$ cat src/rtl/fp_exc_map_pkg.sv
// Package holding operation classes, exception bit layout and attribute encodings
// Assumes the decode stage encodes each operation as one op_class_e value
package fp_exc_map_pkg;

	// ==========================================
	// Exception vector layout
	localparam int EXC_W = 6;
	localparam int EXC_INVALID = 5;
	localparam int EXC_DENORMAL = 4;
	localparam int EXC_DIV_ZERO = 3;
	localparam int EXC_OVERFLOW = 2;
	localparam int EXC_UNDERFLOW = 1;
	localparam int EXC_PRECISION = 0;

	localparam logic [5:0] EXC_NONE = 6'h00;
	localparam logic [5:0] EXC_IP = 6'h21;
	localparam logic [5:0] EXC_ID = 6'h30;
	localparam logic [5:0] EXC_NO_Z = 6'h37;
	localparam logic [5:0] EXC_ALL = 6'h3f;

	// ==========================================
	// Rounding source
	localparam logic [1:0] RND_NONE = 2'h0;
	localparam logic [1:0] RND_CSR = 2'h1;
	localparam logic [1:0] RND_TRUNC = 2'h2;

	// ==========================================
	// Operand width code: bits of source and destination transfer
	localparam logic [1:0] WID_32 = 2'h0;
	localparam logic [1:0] WID_64 = 2'h1;
	localparam logic [1:0] WID_128 = 2'h2;

	// ==========================================
	// Destination half touched by the operation
	localparam logic [1:0] HALF_FULL = 2'h0;
	localparam logic [1:0] HALF_LOW = 2'h1;
	localparam logic [1:0] HALF_HIGH = 2'h2;

	localparam int OP_W = 5;

	typedef enum logic [4:0] {
		OP_NOP,
		OP_TRUNC_PACKED_SINGLE_TO_INT,
		OP_PACKED_INT_TO_DOUBLE,
		OP_PACKED_DOUBLE_TO_MM_INT,
		OP_PACKED_DOUBLE_TO_SINGLE,
		OP_SCALAR_DOUBLE_TO_SINGLE,
		OP_MM_INT_TO_PACKED_DOUBLE,
		OP_GPR_INT_TO_SCALAR_DOUBLE,
		OP_PACKED_SINGLE_TO_DOUBLE,
		OP_SCALAR_SINGLE_TO_DOUBLE,
		OP_SCALAR_DOUBLE_TO_GPR_INT,
		OP_TRUNC_PACKED_DOUBLE_TO_INT,
		OP_TRUNC_PACKED_DOUBLE_TO_MM_INT,
		OP_TRUNC_SCALAR_DOUBLE_TO_GPR_INT,
		OP_PACKED_DOUBLE_DIVIDE,
		OP_PACKED_DOUBLE_MAXIMUM,
		OP_SCALAR_DOUBLE_MAXIMUM,
		OP_PACKED_DOUBLE_MINIMUM,
		OP_PACKED_DOUBLE_MULTIPLY,
		OP_SCALAR_DOUBLE_MULTIPLY,
		OP_ALIGNED_VECTOR_MOVE,
		OP_UNALIGNED_VECTOR_MOVE,
		OP_HIGH_HALF_MOVE,
		OP_LOW_HALF_MOVE,
		OP_SCALAR_DOUBLE_MOVE,
		OP_SIGN_MASK_EXTRACT,
		OP_VECTOR_BITWISE_OR,
		OP_VECTOR_BITWISE_XOR,
		OP_DOUBLE_ELEMENT_SHUFFLE,
		OP_INTERLEAVE_HIGH_HALVES,
		OP_INTERLEAVE_LOW_HALVES
	} op_class_e;

	// Attributes of one operation
	typedef struct packed {
		logic known;
		logic [5:0] exc;
		logic [1:0] rnd;
		logic [1:0] src_wid;
		logic [1:0] dst_wid;
		logic [1:0] half;
	} op_attr_s;

endpackage : fp_exc_map_pkg

$ cat src/rtl/fp_exc_lookup_if.sv
// Interface carrying one operation class in and its attributes out
// Assumes both ends sit on the same core clock
`timescale 1ns/10ps
interface fp_exc_lookup_if;
	import fp_exc_map_pkg::*;
	op_class_e op;
	op_attr_s attr;
	modport table_end (input op, output attr);
	modport user_end (output op, input attr);
endinterface : fp_exc_lookup_if

$ cat src/rtl/fp_exc_table.sv
// Pure combinational table from operation class to exception and format attributes
// Assumes the caller registers the result
`timescale 1ns/10ps
module fp_exc_table
	import fp_exc_map_pkg::*;
(
	fp_exc_lookup_if.table_end lk
);

	// ==========================================
	// Lookup
	always_comb begin
		lk.attr = '{known: 1'b1, exc: EXC_NONE, rnd: RND_NONE, src_wid: WID_128, dst_wid: WID_128, half: HALF_FULL};
		case (lk.op)
			OP_TRUNC_PACKED_SINGLE_TO_INT: begin
				lk.attr.exc = EXC_IP; // [RULE_01]
				lk.attr.rnd = RND_TRUNC; // [RULE_01]
			end
			OP_PACKED_INT_TO_DOUBLE: begin
				lk.attr.rnd = RND_CSR; // [RULE_02]
				lk.attr.src_wid = WID_64;
			end
			OP_PACKED_DOUBLE_TO_MM_INT: begin
				lk.attr.exc = EXC_IP; // [RULE_03]
				lk.attr.rnd = RND_CSR; // [RULE_03]
				lk.attr.dst_wid = WID_64;
			end
			OP_PACKED_DOUBLE_TO_SINGLE: begin
				lk.attr.exc = EXC_NO_Z; // [RULE_04]
				lk.attr.rnd = RND_CSR;
				lk.attr.dst_wid = WID_64;
			end
			OP_SCALAR_DOUBLE_TO_SINGLE: begin
				lk.attr.exc = EXC_NO_Z; // [RULE_04]
				lk.attr.rnd = RND_CSR;
				lk.attr.src_wid = WID_64;
				lk.attr.dst_wid = WID_32;
				lk.attr.half = HALF_LOW;
			end
			OP_MM_INT_TO_PACKED_DOUBLE: begin
				lk.attr.src_wid = WID_64; // [RULE_05]
			end
			OP_GPR_INT_TO_SCALAR_DOUBLE: begin
				lk.attr.src_wid = WID_32; // [RULE_05]
				lk.attr.dst_wid = WID_64;
				lk.attr.half = HALF_LOW;
			end
			OP_PACKED_SINGLE_TO_DOUBLE: begin
				lk.attr.exc = EXC_ID; // [RULE_06]
				lk.attr.src_wid = WID_64;
			end
			OP_SCALAR_SINGLE_TO_DOUBLE: begin
				lk.attr.exc = EXC_ID; // [RULE_06]
				lk.attr.src_wid = WID_32;
				lk.attr.dst_wid = WID_64;
				lk.attr.half = HALF_LOW;
			end
			OP_SCALAR_DOUBLE_TO_GPR_INT: begin
				lk.attr.exc = EXC_IP; // [RULE_07]
				lk.attr.rnd = RND_CSR; // [RULE_07]
				lk.attr.src_wid = WID_64;
				lk.attr.dst_wid = WID_32;
			end
			OP_TRUNC_PACKED_DOUBLE_TO_INT: begin
				lk.attr.exc = EXC_IP; // [RULE_08]
				lk.attr.rnd = RND_TRUNC; // [RULE_08]
				lk.attr.dst_wid = WID_64;
			end
			OP_TRUNC_PACKED_DOUBLE_TO_MM_INT: begin
				lk.attr.exc = EXC_IP; // [RULE_08]
				lk.attr.rnd = RND_TRUNC;
				lk.attr.dst_wid = WID_64;
			end
			OP_TRUNC_SCALAR_DOUBLE_TO_GPR_INT: begin
				lk.attr.exc = EXC_IP; // [RULE_08]
				lk.attr.rnd = RND_TRUNC;
				lk.attr.src_wid = WID_64;
				lk.attr.dst_wid = WID_32;
			end
			OP_PACKED_DOUBLE_DIVIDE: begin
				lk.attr.exc = EXC_ALL; // [RULE_09]
				lk.attr.rnd = RND_CSR;
			end
			OP_PACKED_DOUBLE_MAXIMUM, OP_PACKED_DOUBLE_MINIMUM: begin
				lk.attr.exc = EXC_ID; // [RULE_10]
			end
			OP_SCALAR_DOUBLE_MAXIMUM: begin
				lk.attr.exc = EXC_ID; // [RULE_10]
				lk.attr.src_wid = WID_64;
				lk.attr.dst_wid = WID_64;
				lk.attr.half = HALF_LOW;
			end
			OP_PACKED_DOUBLE_MULTIPLY: begin
				lk.attr.exc = EXC_NO_Z; // [RULE_11]
				lk.attr.rnd = RND_CSR;
			end
			OP_SCALAR_DOUBLE_MULTIPLY: begin
				lk.attr.exc = EXC_NO_Z; // [RULE_11]
				lk.attr.rnd = RND_CSR;
				lk.attr.src_wid = WID_64;
				lk.attr.dst_wid = WID_64;
				lk.attr.half = HALF_LOW;
			end
			OP_ALIGNED_VECTOR_MOVE, OP_UNALIGNED_VECTOR_MOVE: begin
				lk.attr.exc = EXC_NONE; // [RULE_12]
			end
			OP_HIGH_HALF_MOVE: begin
				lk.attr.src_wid = WID_64; // [RULE_13]
				lk.attr.dst_wid = WID_64;
				lk.attr.half = HALF_HIGH; // [RULE_13]
			end
			OP_LOW_HALF_MOVE: begin
				lk.attr.src_wid = WID_64; // [RULE_13]
				lk.attr.dst_wid = WID_64;
				lk.attr.half = HALF_LOW; // [RULE_13]
			end
			OP_SCALAR_DOUBLE_MOVE: begin
				lk.attr.src_wid = WID_64; // [RULE_17]
				lk.attr.dst_wid = WID_64;
				lk.attr.half = HALF_LOW;
			end
			OP_VECTOR_BITWISE_OR, OP_VECTOR_BITWISE_XOR: begin
				lk.attr.exc = EXC_NONE; // [RULE_14]
			end
			OP_INTERLEAVE_HIGH_HALVES, OP_INTERLEAVE_LOW_HALVES: begin
				lk.attr.exc = EXC_NONE; // [RULE_15]
			end
			OP_SIGN_MASK_EXTRACT: begin
				lk.attr.dst_wid = WID_32; // [RULE_16]
			end
			OP_DOUBLE_ELEMENT_SHUFFLE: begin
				lk.attr.exc = EXC_NONE; // [RULE_16]
			end
			OP_NOP: begin
				lk.attr.known = 1'b1;
			end
			default: begin
				// Unmapped codes permit nothing so a bad decode cannot raise flags
				lk.attr.known = 1'b0;
			end
		endcase
	end

endmodule : fp_exc_table

$ cat src/rtl/dp_vector_fp_exception_map.sv
// Registered exception-permission map for packed double-precision vector operations
// Assumes op_class_i and op_valid_i come from the decode stage on clk_sys_i
//
// Overview of operation
// (RULE_01) Truncating single-to-int packed: invalid, precision only
// (RULE_02) Packed int-to-double: control rounding, no exceptions
// (RULE_03) Double-to-multimedia int: control rounding, invalid, precision
// (RULE_04) Double-to-single narrowing: all except divide-by-zero
// (RULE_05) Multimedia or general int-to-double: no exceptions
// (RULE_06) Single-to-double widening: invalid and denormal only
// (RULE_07) Scalar double-to-general int: control rounding, invalid, precision
// (RULE_08) Truncating double-to-int forms: invalid, precision only
// (RULE_09) Packed divide: all six exceptions possible
// (RULE_10) Maximum and packed minimum: invalid, denormal only
// (RULE_11) Multiply: all except divide-by-zero
// (RULE_12) Full-width vector moves: no exceptions
// (RULE_13) Half moves keep other half, no exceptions
// (RULE_14) Vector OR and XOR: no exceptions
// (RULE_15) Interleave high or low halves: no exceptions
// (RULE_16) Sign mask extract and shuffle: no exceptions
// (RULE_17) Scalar double move: no exceptions
// (RULE_18) Six-bit permitted vector, invalid first, precision last
`timescale 1ns/10ps
module dp_vector_fp_exception_map
	import fp_exc_map_pkg::*;
(
	input wire logic clk_sys_i,
	input wire logic rst_n_i,
	input wire logic op_valid_i,
	input wire op_class_e op_class_i,
	output logic valid_o,
	output logic known_o,
	output logic [EXC_W-1:0] exc_allowed_o,
	output logic [1:0] round_src_o,
	output logic [1:0] src_width_o,
	output logic [1:0] dst_width_o,
	output logic [1:0] dst_half_o
);

	fp_exc_lookup_if lk ();

	// ==========================================
	// Table
	assign lk.op = op_class_i;

	fp_exc_table u_table (
		.lk(lk)
	);

	// ==========================================
	// Output stage: one cycle after op_valid_i
	always_ff @(posedge clk_sys_i or negedge rst_n_i) begin
		if (!rst_n_i) begin
			valid_o <= 1'b0;
		end else begin
			valid_o <= op_valid_i;
		end
	end

	// Held at reset values when idle (permissions zero, widths WID_128) so downstream flag logic never sees stale permissions
	always_ff @(posedge clk_sys_i or negedge rst_n_i) begin
		if (!rst_n_i) begin
			known_o <= 1'b0;
			exc_allowed_o <= EXC_NONE;
			round_src_o <= RND_NONE;
			src_width_o <= WID_128;
			dst_width_o <= WID_128;
			dst_half_o <= HALF_FULL;
		end else if (op_valid_i) begin
			known_o <= lk.attr.known;
			exc_allowed_o <= lk.attr.known ? lk.attr.exc : EXC_NONE; // [RULE_18]
			round_src_o <= lk.attr.rnd;
			src_width_o <= lk.attr.src_wid;
			dst_width_o <= lk.attr.dst_wid;
			dst_half_o <= lk.attr.half;
		end else begin
			known_o <= 1'b0;
			exc_allowed_o <= EXC_NONE; // [RULE_18]
			round_src_o <= RND_NONE;
			src_width_o <= WID_128;
			dst_width_o <= WID_128;
			dst_half_o <= HALF_FULL;
		end
	end

endmodule : dp_vector_fp_exception_map

$ cat config.mk
export PLATFORM = sky130hd
export DESIGN_NAME = dp_vector_fp_exception_map
export DESIGN_NICKNAME = d
export VERILOG_FILES = /design/src/rtl/fp_exc_map_pkg.sv /design/src/rtl/fp_exc_lookup_if.sv /design/src/rtl/fp_exc_table.sv /design/src/rtl/dp_vector_fp_exception_map.sv
export SDC_FILE = /design/constraint.sdc
export NUM_CORES = 1
export LEC_CHECK = 0
export BUFFER_PORTS_ARGS = -buffer_cell sky130_fd_sc_hd__buf_2
export CORE_UTILIZATION = 55
export CTS_BUF_LIST = sky130_fd_sc_hd__clkbuf_16
export DETAILED_ROUTE_END_ITERATION = 12
export PLACE_DENSITY_LB_ADDON = 0.2
export SETUP_SLACK_MARGIN = 0.02
export SLEW_MARGIN = 0
export SYNTH_ARGS = -nofsm -noshare
export SYNTH_HDL_FRONTEND = slang
export SYNTH_SLANG_ARGS = --single-unit
$ cat constraint.sdc
create_clock -name clk_sys_i -period 1.1 [get_ports clk_sys_i]
set_input_delay 0.055 -clock clk_sys_i [delete_from_list [all_inputs] [get_ports clk_sys_i]]
set_output_delay 0.055 -clock clk_sys_i [all_outputs]
set_load 0.02 [all_outputs]
==> metrics.yaml <==
final_layout:
  design_area_um2: 1110
  diodes: 0
  n_fill_cell: 124
  mostFrequentLayoutCell: "buf_2"
  area_delta_synth_final_pct: 19.70
  final_cell_mix: "buf_2 (23), dfrtp_1 (13), a21oi_1 (7)"
  drive_above_1_share: 0.3248
  layout.nets: 126
clock_network:
  cts_tree: "built"
  clkSinkCount: 15
  numCtsBuffers: 3
  post_cts_buffers: 0
  cts.clk_slew.worst_paths_ps: 50
  cts_hold_buf: 1
  ctsResizeCount: 0
  clockBufferDepth: 2
  htree_levels: 1
  cts_root_buffer: "clkbuf_16"
sta:
  setup_tns_ps: 0
  timing.hold.ws_ps: 42.86
  finalCritPeriodShare: 0.8770
  setup_violations: 0
  finalHoldViolCount: 0
  fin_ws_ps: 135.3
  rsz0062_at_grt: "false"
  period_minus_slack_ps: 964.7
  drv_slew: 0
  clock.fmax_mhz: 1037
  tightest_slew_ps: 374.4
  slew_headroom: 0.7504
power:
  irDropWorstVdd_v: 0.0008144
  power_mw: 1.580
  leakagePower_nw: 0.5225
  powerDensity_nw_per_um2: 1424
global_routing:
  grt_overflow_total: 0
  antenna_found_initial: 0
  grt_pass1_vias: 694
  grt_usage: 0.2562
  grt_max_degree: 23
  grt_pass1_wl_mm: 3.408
hold_path:
  hold_class: "in2reg"
  hold_depth: 1
run:
  cap_viol_max_count: 0
logic_synthesis:
  ys_seq_area_frac: 0.4076
  synth_edf_count: 0
  async_flop_share: 1.000
  syn-num-nets: 102
  yosys.cell_types.count: 43
  syn_area_um2: 927.1
  ys.flop_type: "dfrtp_1"
  ys_warn_count: 0
  syn_area_per_cell_um2: 9.863
  netlist_instances: 94
  synth-seq-cells: 15
placed_design:
  gp_congestion: 0.8439
  dpl.hpwl_mm: 1.304
  placed_area_um2: 1021
  port_buffers: 23
  place_ws_ps: 14.91
worst_setup_path:
  critPathKind: "reg2out"
  crit_chain: "buf_2"
  required_ps: 1040
  crit_family: "flip-flops"
  critPathLaunchType: "register"
  cp_num_cells: 1
  worstPathMaxFanout: 1
  critPathSlowestCell: "dfstp_2"
  cp_num_buf_inv: 1
  cp.arrival_ps: 910
  crit_path_end_kind: "output pin"
  slowest_delay_ps: 510
run_status:
  status: "finished, final reports clean"
drt:
  wl_per_cell_um: 14.91
  vias_per_cell: 6.120
  drt_iter0_drc: 38
  drc: 0
  finalWirelength_mm: 1.983
  ant_nets: 0
  first_pass_iters: 4
  num_vias: 814
die:
  fp.dieW_um: 43.06
  coreArea_um2: 1541
  initial_core_util: 0.6015
  dieArea_um2: 1854
  placementRows: 14
  io_pins: 24
  die_h_um: 43.06
-- path summary, 6_finish.rpt --
| path | startpoint | endpoint | slack, ps |
|---|---|---|---|
| worst min-delay path | op_valid_i | valid_o | 40 |
| worst max-delay path | src_width_o[1] | src_width_o[1] | 140 |
| min in group asynchronous | rst_n_i | round_src_o[0] | 260 |
| max in group asynchronous | rst_n_i | dst_width_o[1] | 550 |
-- stage by stage --
step,std cells,util
floorplan,94,-
global placement,128,0.6623
detailed placement,128,0.6623
CTS,133,0.7200
global route,133,0.7200
finish,133,0.7200
-- power breakdown --
part	switching [mW]	total, mW	internal (mW)
Sequential	0.00586	0.591	0.585
Clock	0.220	0.701	0.481
Combinational	0.180	0.288	0.108
Total	0.405	1.58	1.17
-- logic make-up after synthesis --
group                     Yosys count  synth area share
buffers and inverters              13           0.09715
AOI/OAI and AO/OA                  29            0.2389
muxes                               2           0.02699
xor gates and xnor gates            2           0.01890
and+or+nand+nor                    33            0.2105
DFF                                15            0.4076
-- sequential cells by signal, indices dropped and copies added (netlist names) --
| register | flops |
|---|---|
| dst_width_o | 2 |
| exc_allowed_o | 5 |
| round_src_o | 2 |
| valid_o | 1 |
| known_o | 1 |
| dst_half_o | 2 |
| src_width_o | 2 |
-- synthesized netlist by cell type, drive strengths merged, types with 2 or more instances --
| cell | number | share of area |
|---|---|---|
| nor2 | 5 | 0.020 |
| nor3b | 3 | 0.030 |
| o21a | 2 | 0.016 |
| o32ai | 2 | 0.019 |
| dfrtp | 13 | 0.35 |
| nand2b | 5 | 0.034 |
| nor2b | 4 | 0.027 |
| inv | 3 | 0.012 |
| a211oi | 2 | 0.016 |
| o21ai | 5 | 0.027 |
| buf | 9 | 0.081 |
| nand2 | 5 | 0.020 |
| dfstp | 2 | 0.057 |
| nor3 | 3 | 0.016 |
| a21oi | 7 | 0.038 |
-- final cells by class --
class | count | area (um^2) | share of cell area
Inverter | 3 | 11.26 | 0.01015
Timing Repair Buffer | 29 | 162.7 | 0.1466
Clock inverter | 1 | 3.754 | 0.003382
Multi-Input combinational cell | 66 | 459.2 | 0.4138
Tap cell | 16 | 20.02 | 0.01804
Sequential cell | 15 | 377.9 | 0.3405
Clock buffer | 3 | 75.07 | 0.06764
-- layer usage --
metal	up-vias	GRT usage	wire, um
met2	28	0.3788	1011
met4	0	0.1091	39
met1	395	0.3641	849
met3	5	0.05106	82
met5	-	0	0
li1	386	-	-
(Power assumes the default switching activity.)
